$ cat src/rtl/rsu_pkg.sv
// constants, field layouts and types of the remote upgrade controller
// assumes one 250 MHz clock; the 10 MHz oscillator is a tick derived from it
//
// How it works
// RULE1 - factory image loads update register with app flag, page, watchdog first
// RULE2 - fabric request release in factory copies update into control, reconfigures
// RULE3 - error or trigger events set control per mode and cause table
// RULE4 - local mode external reset or fabric trigger gives page one, flag one
// RULE5 - status register records cause before the next image loads
// RULE6 - watchdog counts down in 29 bits, upper 12 bits programmable
// RULE7 - watchdog advances on the oscillator tick, not the shift clock
// RULE8 - watchdog off while configuring and in factory images
// RULE9 - application logic restarts watchdog before expiry
// RULE10 - falling edge on watchdog restart reloads the initial count
// RULE11 - watchdog expiry sets timeout cause and loads factory image
// RULE12 - watchdog restart works only for application images in remote mode
// RULE13 - other fabric signals work in every mode and image
// RULE14 - fabric request reconfigures: factory to app, app to factory, local to app
// RULE15 - shift clock drives shift and update registers, sampled on rise
// RULE16 - shift select high shifts left each shift-clock rise, capture ignored
// RULE17 - capture loads status plus control in app, update in factory
// RULE18 - both selects low copy shift into update, factory remote only
// RULE19 - in local mode a low capture select does nothing
// RULE20 - serial input shifts in on shift-clock rises while shift high
// RULE21 - serial output shows next shift bit after each shift-clock rise
// RULE22 - control layout: flag bit 0, page 1..7, enable 8, count 9..20
// RULE23 - control and status on oscillator side, shift and update on shift clock; here control and status change on any rising aclk edge
// RULE24 - status holds five cause flags, zero at power-on
// RULE25 - power-up page is zero in remote mode, one in local mode
// RULE26 - capture fills shift register with status then 21 register bits
package rsu_pkg;

  // ==========================================================
  // register widths and field positions
  localparam int CTRL_W    = 21;
  localparam int STAT_W    = 5;
  localparam int SHIFT_W   = 26;
  localparam int WD_W      = 29;
  localparam int WD_UP_W   = 12;
  localparam int WD_LOW_W  = WD_W - WD_UP_W;
  localparam int ANF_BIT   = 0;  // see RULE22
  localparam int PAGE_LSB  = 1;
  localparam int PAGE_W    = 7;
  localparam int WDEN_BIT  = 8;
  localparam int WDUP_LSB  = 9;

  // status cause bits
  localparam int ST_CHECKSUM = 0;
  localparam int ST_STATUS   = 1;
  localparam int ST_FABRIC   = 2;
  localparam int ST_EXTRST   = 3;
  localparam int ST_WDOG     = 4;

  // ==========================================================
  // reset values
  localparam logic [CTRL_W-1:0] CTRL_RST_REMOTE = 21'h000000;
  localparam logic [CTRL_W-1:0] CTRL_LOCAL_APP  = 21'h000003;
  localparam logic [STAT_W-1:0] STAT_RST        = 5'h00;
  localparam logic              REMOTE_RST      = 1'b1;

  // ==========================================================
  // bus register byte offsets
  localparam logic [7:0] OFS_MODE    = 8'h00;
  localparam logic [7:0] OFS_CMD     = 8'h04;
  localparam logic [7:0] OFS_CONTROL = 8'h08;
  localparam logic [7:0] OFS_UPDATE  = 8'h0c;
  localparam logic [7:0] OFS_STATUS  = 8'h10;
  localparam logic [7:0] OFS_WDOG    = 8'h14;
  localparam int CMD_CFG_DONE = 0;
  localparam int CMD_CHECKSUM = 1;
  localparam int CMD_EXTRST   = 2;
  localparam logic [1:0] RESP_OKAY   = 2'h0;
  localparam logic [1:0] RESP_SLVERR = 2'h2;

  // ==========================================================
  // timing: oscillator tick derived from the bus clock
  localparam int CLK_PERIOD_NS = 4;
  localparam int OSC_PERIOD_NS = 100;
  localparam int OSC_DIV       = OSC_PERIOD_NS / CLK_PERIOD_NS;
  localparam int OSC_CNT_W     = 5;

  typedef enum logic [0:0] {
    RSU_CONFIG = 1'b0,
    RSU_USER   = 1'b1
  } rsu_state_t;

endpackage

$ cat src/rtl/rsu_pin_sync.sv
// three-stage pin synchroniser with agreement filter and edge pulses
// assumes pins are asynchronous to aclk and change slower than 3 cycles
`timescale 1ns/1ns
module rsu_pin_sync #(
  parameter int W = 1
) (
  input  wire logic         aclk,
  input  wire logic         aresetn,
  input  wire logic [W-1:0] pin_i,
  output logic      [W-1:0] level_o,
  output logic      [W-1:0] rise_o,
  output logic      [W-1:0] fall_o
);
  typedef struct packed {
    logic [W-1:0] s1;
    logic [W-1:0] s2;
    logic [W-1:0] s3;
    logic [W-1:0] lvl;
    logic [W-1:0] rise;
    logic [W-1:0] fall;
  } rsu_sync_t;

  rsu_sync_t r_q;
  rsu_sync_t r_d;

  // level changes only when the second and third stage agree
  always_comb begin
    r_d      = r_q;
    r_d.s1   = pin_i;
    r_d.s2   = r_q.s1;
    r_d.s3   = r_q.s2;
    r_d.rise = '0;
    r_d.fall = '0;
    for (int i = 0; i < W; i++) begin
      if (r_q.s2[i] == r_q.s3[i] && r_q.s3[i] != r_q.lvl[i]) begin
        r_d.lvl[i]  = r_q.s3[i];
        r_d.rise[i] = r_q.s3[i];
        r_d.fall[i] = ~r_q.s3[i];
      end
    end
  end

  // the active-low request inputs idle high, so reset to ones avoids false falls
  always_ff @(posedge aclk) begin
    if (!aresetn) begin
      r_q      <= '0;
      r_q.s1   <= '1;
      r_q.s2   <= '1;
      r_q.s3   <= '1;
      r_q.lvl  <= '1;
    end else begin
      r_q <= r_d;
    end
  end

  assign level_o = r_q.lvl;
  assign rise_o  = r_q.rise;
  assign fall_o  = r_q.fall;
endmodule

$ cat src/rtl/rsu_ctrl.sv
// remote upgrade controller: control/update/status registers, shift port,
// user watchdog and an AXI4-Lite view of the same state
// assumes fabric pins are asynchronous and slow against aclk
//
// Decided for this implementation: the placing of the registers and the AXI4-Lite slave port.
`timescale 1ns/1ns
module rsu_ctrl
  import rsu_pkg::*;
(
  input  wire logic        aclk,
  input  wire logic        aresetn,
  input  wire logic [7:0]  s_axi_awaddr,
  input  wire logic [2:0]  s_axi_awprot,
  input  wire logic        s_axi_awvalid,
  output logic             s_axi_awready,
  input  wire logic [31:0] s_axi_wdata,
  input  wire logic [3:0]  s_axi_wstrb,
  input  wire logic        s_axi_wvalid,
  output logic             s_axi_wready,
  output logic [1:0]       s_axi_bresp,
  output logic             s_axi_bvalid,
  input  wire logic        s_axi_bready,
  input  wire logic [7:0]  s_axi_araddr,
  input  wire logic [2:0]  s_axi_arprot,
  input  wire logic        s_axi_arvalid,
  output logic             s_axi_arready,
  output logic [31:0]      s_axi_rdata,
  output logic [1:0]       s_axi_rresp,
  output logic             s_axi_rvalid,
  input  wire logic        s_axi_rready,
  input  wire logic        upgrade_shift_clock,
  input  wire logic        shift_not_load_select,
  input  wire logic        capture_not_update_select,
  input  wire logic        upgrade_serial_in,
  output logic             upgrade_serial_out,
  input  wire logic        fabric_reconfig_request_n,
  input  wire logic        watchdog_restart_n,
  input  wire logic        external_status_error_n,
  output logic             reconfig_start
);
  import rsu_pkg::*;

  // ==========================================================
  // state
  typedef struct packed {
    logic                 remote;
    rsu_state_t           st;
    logic [CTRL_W-1:0]    ctrl;
    logic [CTRL_W-1:0]    upd;
    logic [STAT_W-1:0]    stat;
    logic [SHIFT_W-1:0]   sr;
    logic [WD_W-1:0]      wd;
    logic [OSC_CNT_W-1:0] osc;
    logic                 reconf;
    logic                 dout;
    logic                 awrdy;
    logic                 wrdy;
    logic [7:0]           awaddr;
    logic [31:0]          wdata;
    logic                 wen;
    logic                 bvalid;
    logic [1:0]           bresp;
    logic                 arrdy;
    logic                 rvalid;
    logic [31:0]          rdata;
    logic [1:0]           rresp;
  } rsu_regs_t;

  rsu_regs_t r_q;
  rsu_regs_t r_d;

  // ==========================================================
  // pin synchronisers
  // bit order: 0 shift clock, 1 shift select, 2 capture select,
  // 3 serial in, 4 reconfig request, 5 watchdog restart, 6 status error
  logic [6:0] pin_lvl;
  logic [6:0] pin_rise;
  logic [6:0] pin_fall;

  rsu_pin_sync #(.W(7)) u_sync (
    .aclk    (aclk),
    .aresetn (aresetn),
    .pin_i   ({external_status_error_n, watchdog_restart_n,
                fabric_reconfig_request_n, upgrade_serial_in,
                capture_not_update_select, shift_not_load_select,
                upgrade_shift_clock}),
    .level_o (pin_lvl),
    .rise_o  (pin_rise),
    .fall_o  (pin_fall)
  );

  // ==========================================================
  // helpers

  // initial watchdog count from the control word
  function automatic logic [WD_W-1:0] wd_load(input logic [CTRL_W-1:0] c);
    wd_load = {c[WDUP_LSB +: WD_UP_W], {WD_LOW_W{1'b0}}};  // see RULE6
  endfunction

  // control word chosen after a trigger, by mode and cause
  function automatic logic [CTRL_W-1:0] next_ctrl(
    input logic [STAT_W-1:0] cause,
    input logic              remote,
    input logic [CTRL_W-1:0] ctrl,
    input logic [CTRL_W-1:0] upd
  );
    next_ctrl = CTRL_RST_REMOTE;  // see RULE3
    if (cause[ST_EXTRST] || cause[ST_FABRIC]) begin
      if (!remote) begin
        next_ctrl = CTRL_LOCAL_APP;  // see RULE4
      end else if (cause[ST_FABRIC] && !ctrl[ANF_BIT]) begin
        next_ctrl = upd;  // see RULE2
      end
    end
    if (cause[ST_CHECKSUM] || cause[ST_STATUS] || cause[ST_WDOG]) begin
      next_ctrl = CTRL_RST_REMOTE;  // see RULE3
    end
  endfunction

  // read mux
  function automatic logic [31:0] read_word(input logic [7:0] a, input rsu_regs_t r);
    read_word = 32'h00000000;
    unique case (a)
      OFS_MODE:    read_word = {31'h00000000, r.remote};
      OFS_CMD:     read_word = {31'h00000000, r.st == RSU_USER};
      OFS_CONTROL: read_word = {11'h000, r.ctrl};
      OFS_UPDATE:  read_word = {11'h000, r.upd};
      OFS_STATUS:  read_word = {27'h0000000, r.stat};
      OFS_WDOG:    read_word = {3'h0, r.wd};
      default:     read_word = 32'h00000000;
    endcase
  endfunction

  function automatic logic addr_ok(input logic [7:0] a);
    addr_ok = (a == OFS_MODE) || (a == OFS_CMD) || (a == OFS_CONTROL) ||
              (a == OFS_UPDATE) || (a == OFS_STATUS) || (a == OFS_WDOG);
  endfunction

  // ==========================================================
  // next state
  always_comb begin
    logic [STAT_W-1:0] cause;
    logic              wr_go;
    logic              app_img;
    logic              wd_run;
    logic              clk_rise;
    cause    = '0;
    wr_go    = 1'b0;
    app_img  = 1'b0;
    wd_run   = 1'b0;
    clk_rise = 1'b0;
    r_d        = r_q;
    r_d.reconf = 1'b0;
    app_img    = r_q.ctrl[ANF_BIT];

    // write channel: take address and data in either order
    if (s_axi_awvalid && r_q.awrdy) begin
      r_d.awaddr = s_axi_awaddr;
      r_d.awrdy  = 1'b0;
    end
    if (s_axi_wvalid && r_q.wrdy) begin
      r_d.wdata = s_axi_wdata;
      r_d.wen   = s_axi_wstrb[0];
      r_d.wrdy  = 1'b0;
    end
    wr_go = !r_q.awrdy && !r_q.wrdy && !r_q.bvalid;
    if (wr_go) begin
      r_d.bvalid = 1'b1;
      r_d.bresp  = addr_ok(r_q.awaddr) ? RESP_OKAY : RESP_SLVERR;
    end
    if (r_q.bvalid && s_axi_bready) begin
      r_d.bvalid = 1'b0;
      r_d.awrdy  = 1'b1;
      r_d.wrdy   = 1'b1;
    end

    // read channel
    if (s_axi_arvalid && r_q.arrdy) begin
      r_d.arrdy  = 1'b0;
      r_d.rvalid = 1'b1;
      r_d.rdata  = read_word(s_axi_araddr, r_q);
      r_d.rresp  = addr_ok(s_axi_araddr) ? RESP_OKAY : RESP_SLVERR;
    end
    if (r_q.rvalid && s_axi_rready) begin
      r_d.rvalid = 1'b0;
      r_d.arrdy  = 1'b1;
    end

    // oscillator tick divider; only the watchdog countdown moves on its tick
    if (r_q.osc == OSC_CNT_W'(OSC_DIV - 1)) begin  // see RULE23
      r_d.osc = '0;
    end else begin
      r_d.osc = r_q.osc + 1'b1;
    end

    // shift port, stepped by each filtered shift-clock rise
    clk_rise = pin_rise[0];  // see RULE15, RULE13
    if (clk_rise) begin
      if (pin_lvl[1]) begin
        r_d.sr = {r_q.sr[SHIFT_W-2:0], pin_lvl[3]};  // see RULE16, RULE20
      end else if (pin_lvl[2]) begin
        r_d.sr = {r_q.stat, app_img ? r_q.ctrl : r_q.upd};  // see RULE17, RULE26
      end else if (r_q.remote && !app_img) begin
        r_d.upd = r_q.sr[CTRL_W-1:0];  // see RULE18, RULE19
      end
    end
    r_d.dout = r_d.sr[SHIFT_W-1];  // see RULE21

    // watchdog, live only in user mode of a remote application image
    wd_run = (r_q.st == RSU_USER) && r_q.remote && app_img &&
             r_q.ctrl[WDEN_BIT];  // see RULE8
    if (wd_run) begin
      if (pin_fall[5]) begin
        r_d.wd = wd_load(r_q.ctrl);  // see RULE10, RULE12
      end else if (r_q.osc == '0) begin
        if (r_q.wd == '0) begin
          cause[ST_WDOG] = 1'b1;  // see RULE11
        end else begin
          r_d.wd = r_q.wd - 1'b1;  // see RULE7
        end
      end
    end

    // trigger sources
    if (pin_fall[6]) begin
      cause[ST_STATUS] = 1'b1;
    end
    if (pin_rise[4] && r_q.st == RSU_USER) begin
      cause[ST_FABRIC] = 1'b1;  // see RULE14
    end

    // register writes
    if (wr_go && r_q.wen) begin
      unique case (r_q.awaddr)
        OFS_MODE: begin
          r_d.remote = r_q.wdata[0];
          r_d.ctrl   = r_q.wdata[0] ? CTRL_RST_REMOTE : CTRL_LOCAL_APP;  // see RULE25
          r_d.stat   = STAT_RST;  // see RULE24
          r_d.st     = RSU_CONFIG;
        end
        OFS_CMD: begin
          if (r_q.wdata[CMD_CFG_DONE] && r_q.st == RSU_CONFIG) begin
            r_d.st = RSU_USER;
            r_d.wd = wd_load(r_q.ctrl);  // see RULE8
          end
          cause[ST_CHECKSUM] = r_q.wdata[CMD_CHECKSUM];
          cause[ST_EXTRST]   = r_q.wdata[CMD_EXTRST];
        end
        default: begin
        end
      endcase
    end

    // a trigger records its cause and restarts configuration
    if (cause != '0) begin
      r_d.stat   = cause;  // see RULE5
      r_d.ctrl   = next_ctrl(cause, r_q.remote, r_q.ctrl, r_q.upd);
      r_d.st     = RSU_CONFIG;  // see RULE8
      r_d.wd     = '0;
      r_d.reconf = 1'b1;
    end
  end

  // ==========================================================
  // register the state; control and status start as in remote mode
  always_ff @(posedge aclk) begin
    if (!aresetn) begin
      r_q        <= '0;
      r_q.remote <= REMOTE_RST;
      r_q.st     <= RSU_CONFIG;
      r_q.ctrl   <= CTRL_RST_REMOTE;  // see RULE25
      r_q.stat   <= STAT_RST;  // see RULE24
      r_q.awrdy  <= 1'b1;
      r_q.wrdy   <= 1'b1;
      r_q.arrdy  <= 1'b1;
    end else begin
      r_q <= r_d;
    end
  end

  // ==========================================================
  // outputs, all straight from flops
  assign s_axi_awready      = r_q.awrdy;
  assign s_axi_wready       = r_q.wrdy;
  assign s_axi_bvalid       = r_q.bvalid;
  assign s_axi_bresp        = r_q.bresp;
  assign s_axi_arready      = r_q.arrdy;
  assign s_axi_rvalid       = r_q.rvalid;
  assign s_axi_rdata        = r_q.rdata;
  assign s_axi_rresp        = r_q.rresp;
  assign upgrade_serial_out = r_q.dout;
  assign reconfig_start     = r_q.reconf;

endmodule

$ cat config.mk
export PLATFORM = sky130hd
export DESIGN_NAME = rsu_ctrl
export DESIGN_NICKNAME = d
export VERILOG_FILES = /design/src/rtl/rsu_pkg.sv /design/src/rtl/rsu_pin_sync.sv /design/src/rtl/rsu_ctrl.sv
export SDC_FILE = /design/constraint.sdc
export NUM_CORES = 1
export LEC_CHECK = 0
export BUFFER_PORTS_ARGS = -buffer_cell sky130_fd_sc_hd__buf_2
export CORE_AREA = 5 5 172 174
export CTS_CLUSTER_DIAMETER = 150
export DETAILED_ROUTE_END_ITERATION = 10
export DIE_AREA = 0 0 177 179
export PLACE_DENSITY = 0.45
export RECOVER_POWER = 100
export REMOVE_ABC_BUFFERS = 1
export SYNTH_ARGS = -nofsm -noshare
export SYNTH_HDL_FRONTEND = slang
export SYNTH_SLANG_ARGS = --single-unit
$ cat constraint.sdc
create_clock -name aclk -period 4.4 [get_ports aclk]
set_input_delay 0 -clock aclk [delete_from_list [all_inputs] [get_ports aclk]]
set_output_delay 0 -clock aclk [all_outputs]
set_load 0.03 [all_outputs]
==> flow_summary.json <==
{
  "r2r-start": "u_sync.level_o[1]$_SDFFE_PN1P_",
  "synth.avg_cell_area_um2": 8.79,
  "pwr-share-clk_pct": 45.0,
  "finalHoldViolCount": 0,
  "synth-xor-area-share_pct": 2.58,
  "setup_ws_ns": 1.08,
  "routed-wl-met2_um": 10200,
  "mostFrequentLayoutCells": "190 x dfxtp_1, 173 x nand2_1, 68 x a21boi_0, 58 x nor2_1, 50 x o21ai_0",
  "clock_latency_ns": 0.43,
  "worstHoldEndpoint": "s_axi_rresp[1]$_SDFFE_PN0P_",
  "io_pins": 115,
  "cts-root-buf": "clkbuf_16",
  "grt.overflow.total": 0,
  "critPathLaunchType": "flip-flop",
  "hold_class": "in -> reg",
  "slowest_delay_ns": 1.53,
  "grt_usage_pct": 14.1,
  "grt_pass1_wl_um": 35600,
  "clock_skew_ns": 0.0112,
  "cts_made_buffers": 17,
  "place_ws_ns": 1.44,
  "ys_ff_latch": 190,
  "antenna_found_initial": 2,
  "final_common_cell": "dfxtp_1",
  "first_pass_iters": 4,
  "hold_buffers": 34,
  "area_delta_synth_final_pct": 15.0,
  "synth.mux.area_fraction_pct": 4.14,
  "endpoint_kind": "flip-flop",
  "synth_top_family_by_area": "simple AND/OR/NAND/NOR gates",
  "worstSetupPathDepth": 5,
  "synth_flop_cell": "dfxtp_1",
  "antennaDiodeCount": 0,
  "synth-simple-area-share_pct": 22.4,
  "wl_met3_um": 633,
  "cts_buffer_depth": 2,
  "synth_cells": 965,
  "worstMarginPinSlew_ns": 2.12,
  "cts_tree": "built",
  "synth_cell_types": 69,
  "num-nets-final": 1083,
  "r2r_cells": 5,
  "drive_above_1_share_pct": 8.91,
  "worst-path-buf-inv": 2,
  "drt-met1-wl_um": 10700,
  "drt_wl_total_um": 21700,
  "p_comb_share_pct": 4.6,
  "die_h_um": 179,
  "fp.dieArea_mm2": 0.0317,
  "dp.final_hpwl_um": 14400,
  "power-per-cell-area_mw_per_mm2": 358,
  "post_drt_wl_per_cell_um": 15.5,
  "timing.fmax_ghz": 0.301,
  "min-delay-start": "s_axi_araddr[3]",
  "via_count": 6660,
  "outcome": "complete, but fails checks",
  "r2r-end": "r_q[118]$_SDFFE_PN0P_",
  "grt_setup_unrepaired": "false",
  "path_class": "reg -> reg",
  "path_clk_slew_ns": 0.07,
  "drtAntennaViolNets": 0,
  "swShare_pct": 23.4,
  "period_share_pct": 75.4,
  "row_count": 61,
  "maxCapViolCount": 3,
  "p_sw_mw": 0.818,
  "worst-path-max-fanout": 50,
  "coreArea_mm2": 0.0276,
  "leakage_nw": 3.44,
  "htreeDepth": 4,
  "io_buffers": 71,
  "synthArstFlopShare_pct": 0,
  "p_int_mw": 2.67,
  "synth_compound_area_share_pct": 19.0,
  "yosys_warnings": 0,
  "worstPathCellList": "clkbuf_1 > o21a_1 > clkbuf_2 > o311ai_0 > a21boi_0",
  "drv_slew": 111,
  "post_cts_buffers": 0,
  "cts-resized-gates": 0,
  "crit_required_ns": 4.75,
  "vdd_drop_max_uv": 173,
  "violations": "capacitance limit, slew limit",
  "drc": 0,
  "fp.dieW_um": 177,
  "grt_max_degree": 73,
  "synth-adder-area-share_pct": 0.442,
  "slowest_stage": "clkbuf_1",
  "cp_top_family": "buffers and inverters",
  "setup_tns_ns": 0,
  "gp_congestion": 0.790,
  "drt-initial-drc-count": 349,
  "synth_edf_count": 0,
  "start_util_pct": 30.7,
  "seq_area_frac_synth_pct": 44.8,
  "syn_area_mm2": 0.00849,
  "fill_cells": 2988,
  "top_layer_used": "met5",
  "finalCriticalPeriod_ns": 3.32,
  "viasPerCell": 4.76,
  "finalSetupViolations": 0,
  "relSlewSlack_pct": -41.3,
  "power_mw": 3.49,
  "grt_pass1_vias": 6550,
  "whs_path_depth": 4,
  "cts.sinks": 190,
  "cp.arrival_ns": 3.67,
  "power_frac_seq_pct": 50.4,
  "timing.reg2reg.setup_slack_ns": 1.08
}
-- power groups by stage --
stage	clock network [mW]	logic, mW	registers (mW)
finish	1.57	0.161	1.76
global route	1.68	0.180	1.76
CTS	1.62	0.167	1.76
detailed placement	0	0.142	1.80
global placement	0	0.141	1.80
floorplan	0	0.0667	1.81
-- per-layer routing --
metal,vias to the layer above,track usage (%)
li1,3425,-
met1,3143,19.2
met2,74,23.3
met3,16,2.49
met4,2,3.48
met5,-,0
-- kinds of logic after synthesis --
logic type               after synthesis
AO/OA/AOI/OAI                        225
other                                  1
AND/OR/NAND/NOR                      379
flip-flops                           190
buffers and inverters                107
adder cells (fa/ha/maj)                3
multiplexers                          35
XOR/XNOR                              25
-- worst max path at each step --
stage,end,startpoint
6_report,r_q[118]$_SDFFE_PN0P_,u_sync.level_o[1]$_SDFFE_PN1P_
5_1_grt,r_q[118]$_SDFFE_PN0P_,u_sync.level_o[1]$_SDFFE_PN1P_
4_1_cts,r_q[172]$_SDFFE_PN0P_,s_axi_awready$_SDFFE_PP1P_
3_5_place_dp,r_q[179]$_SDFFE_PN0P_,s_axi_awready$_SDFFE_PP1P_
3_3_place_gp,r_q[187]$_SDFFE_PN0P_,s_axi_awready$_SDFFE_PP1P_
2_1_floorplan,r_q[90]$_SDFF_PP0_,r_q[170]$_SDFFE_PN0P_
-- sequential cells by signal, summed over array words and instances (netlist names), 2 cells and up --
signal and flops:
s_axi_rdata 29, r_q 121, u_sync.level_o 7, u_sync.rise_o 2, u_sync.r_d 14, u_sync.fall_o 2, u_sync.r_q 7
-- cell usage after synthesis (all sizes together) (4+ instances only) --
cell / n / area (um^2)
and2: 6 / 37.5
xor2: 6 / 52.6
buf: 50 / 343
nor4b: 6 / 65.1
nand2: 173 / 652
nand4: 7 / 58.8
nor2: 59 / 224
xnor2: 19 / 166
a221oi: 4 / 35.0
nand2b: 27 / 169
a31oi: 6 / 37.5
a211oi: 10 / 90.1
clkbuf: 44 / 166
nor3: 17 / 90.1
and4: 6 / 52.6
or4: 4 / 33.8
o21ai: 51 / 255
nor4: 18 / 189
mux2i: 34 / 340
a22o: 33 / 289
a21boi: 69 / 518
dfxtp: 190 / 3800
nand3: 34 / 170
a21oi: 27 / 135
inv: 13 / 48.8
o211a: 7 / 70.1
-- layout make-up --
cell class | instances | area [um^2] | area share (%)
flip-flops and latches | 190 | 3800 | 39.0
clock buffers | 21 | 450 | 4.62
repair buffers | 114 | 704 | 7.22
multi-input cells | 672 | 4140 | 42.5
clock inverters | 11 | 133 | 1.36
well taps | 378 | 473 | 4.85
inverters | 13 | 48.8 | 0.500
-- worst register-to-register path: cells and delay by family (launching register included) --
kind | cells | cell delay [ns]
buffers and inverters | 2 | 2.10
AO/OA/AOI/OAI | 3 | 0.78
flip-flops | 1 | 0.37
-- stage by stage --
step | util (%) | cell area (um^2) | std cells | hold WS, ns
after floorplan | - | 7990 | 875 | 0.0619
after global routing | 35.3 | 9750 | 1399 | 0.101
final | 35.3 | 9750 | 1399 | 0.0614
after CTS | 35.6 | 9850 | 1399 | 0.0452
after global placement | 32.3 | 8930 | 1333 | 0.180
after detailed placement | 32.3 | 8930 | 1333 | 0.183
No activity file was read; power rests on OpenSTA's default activity.
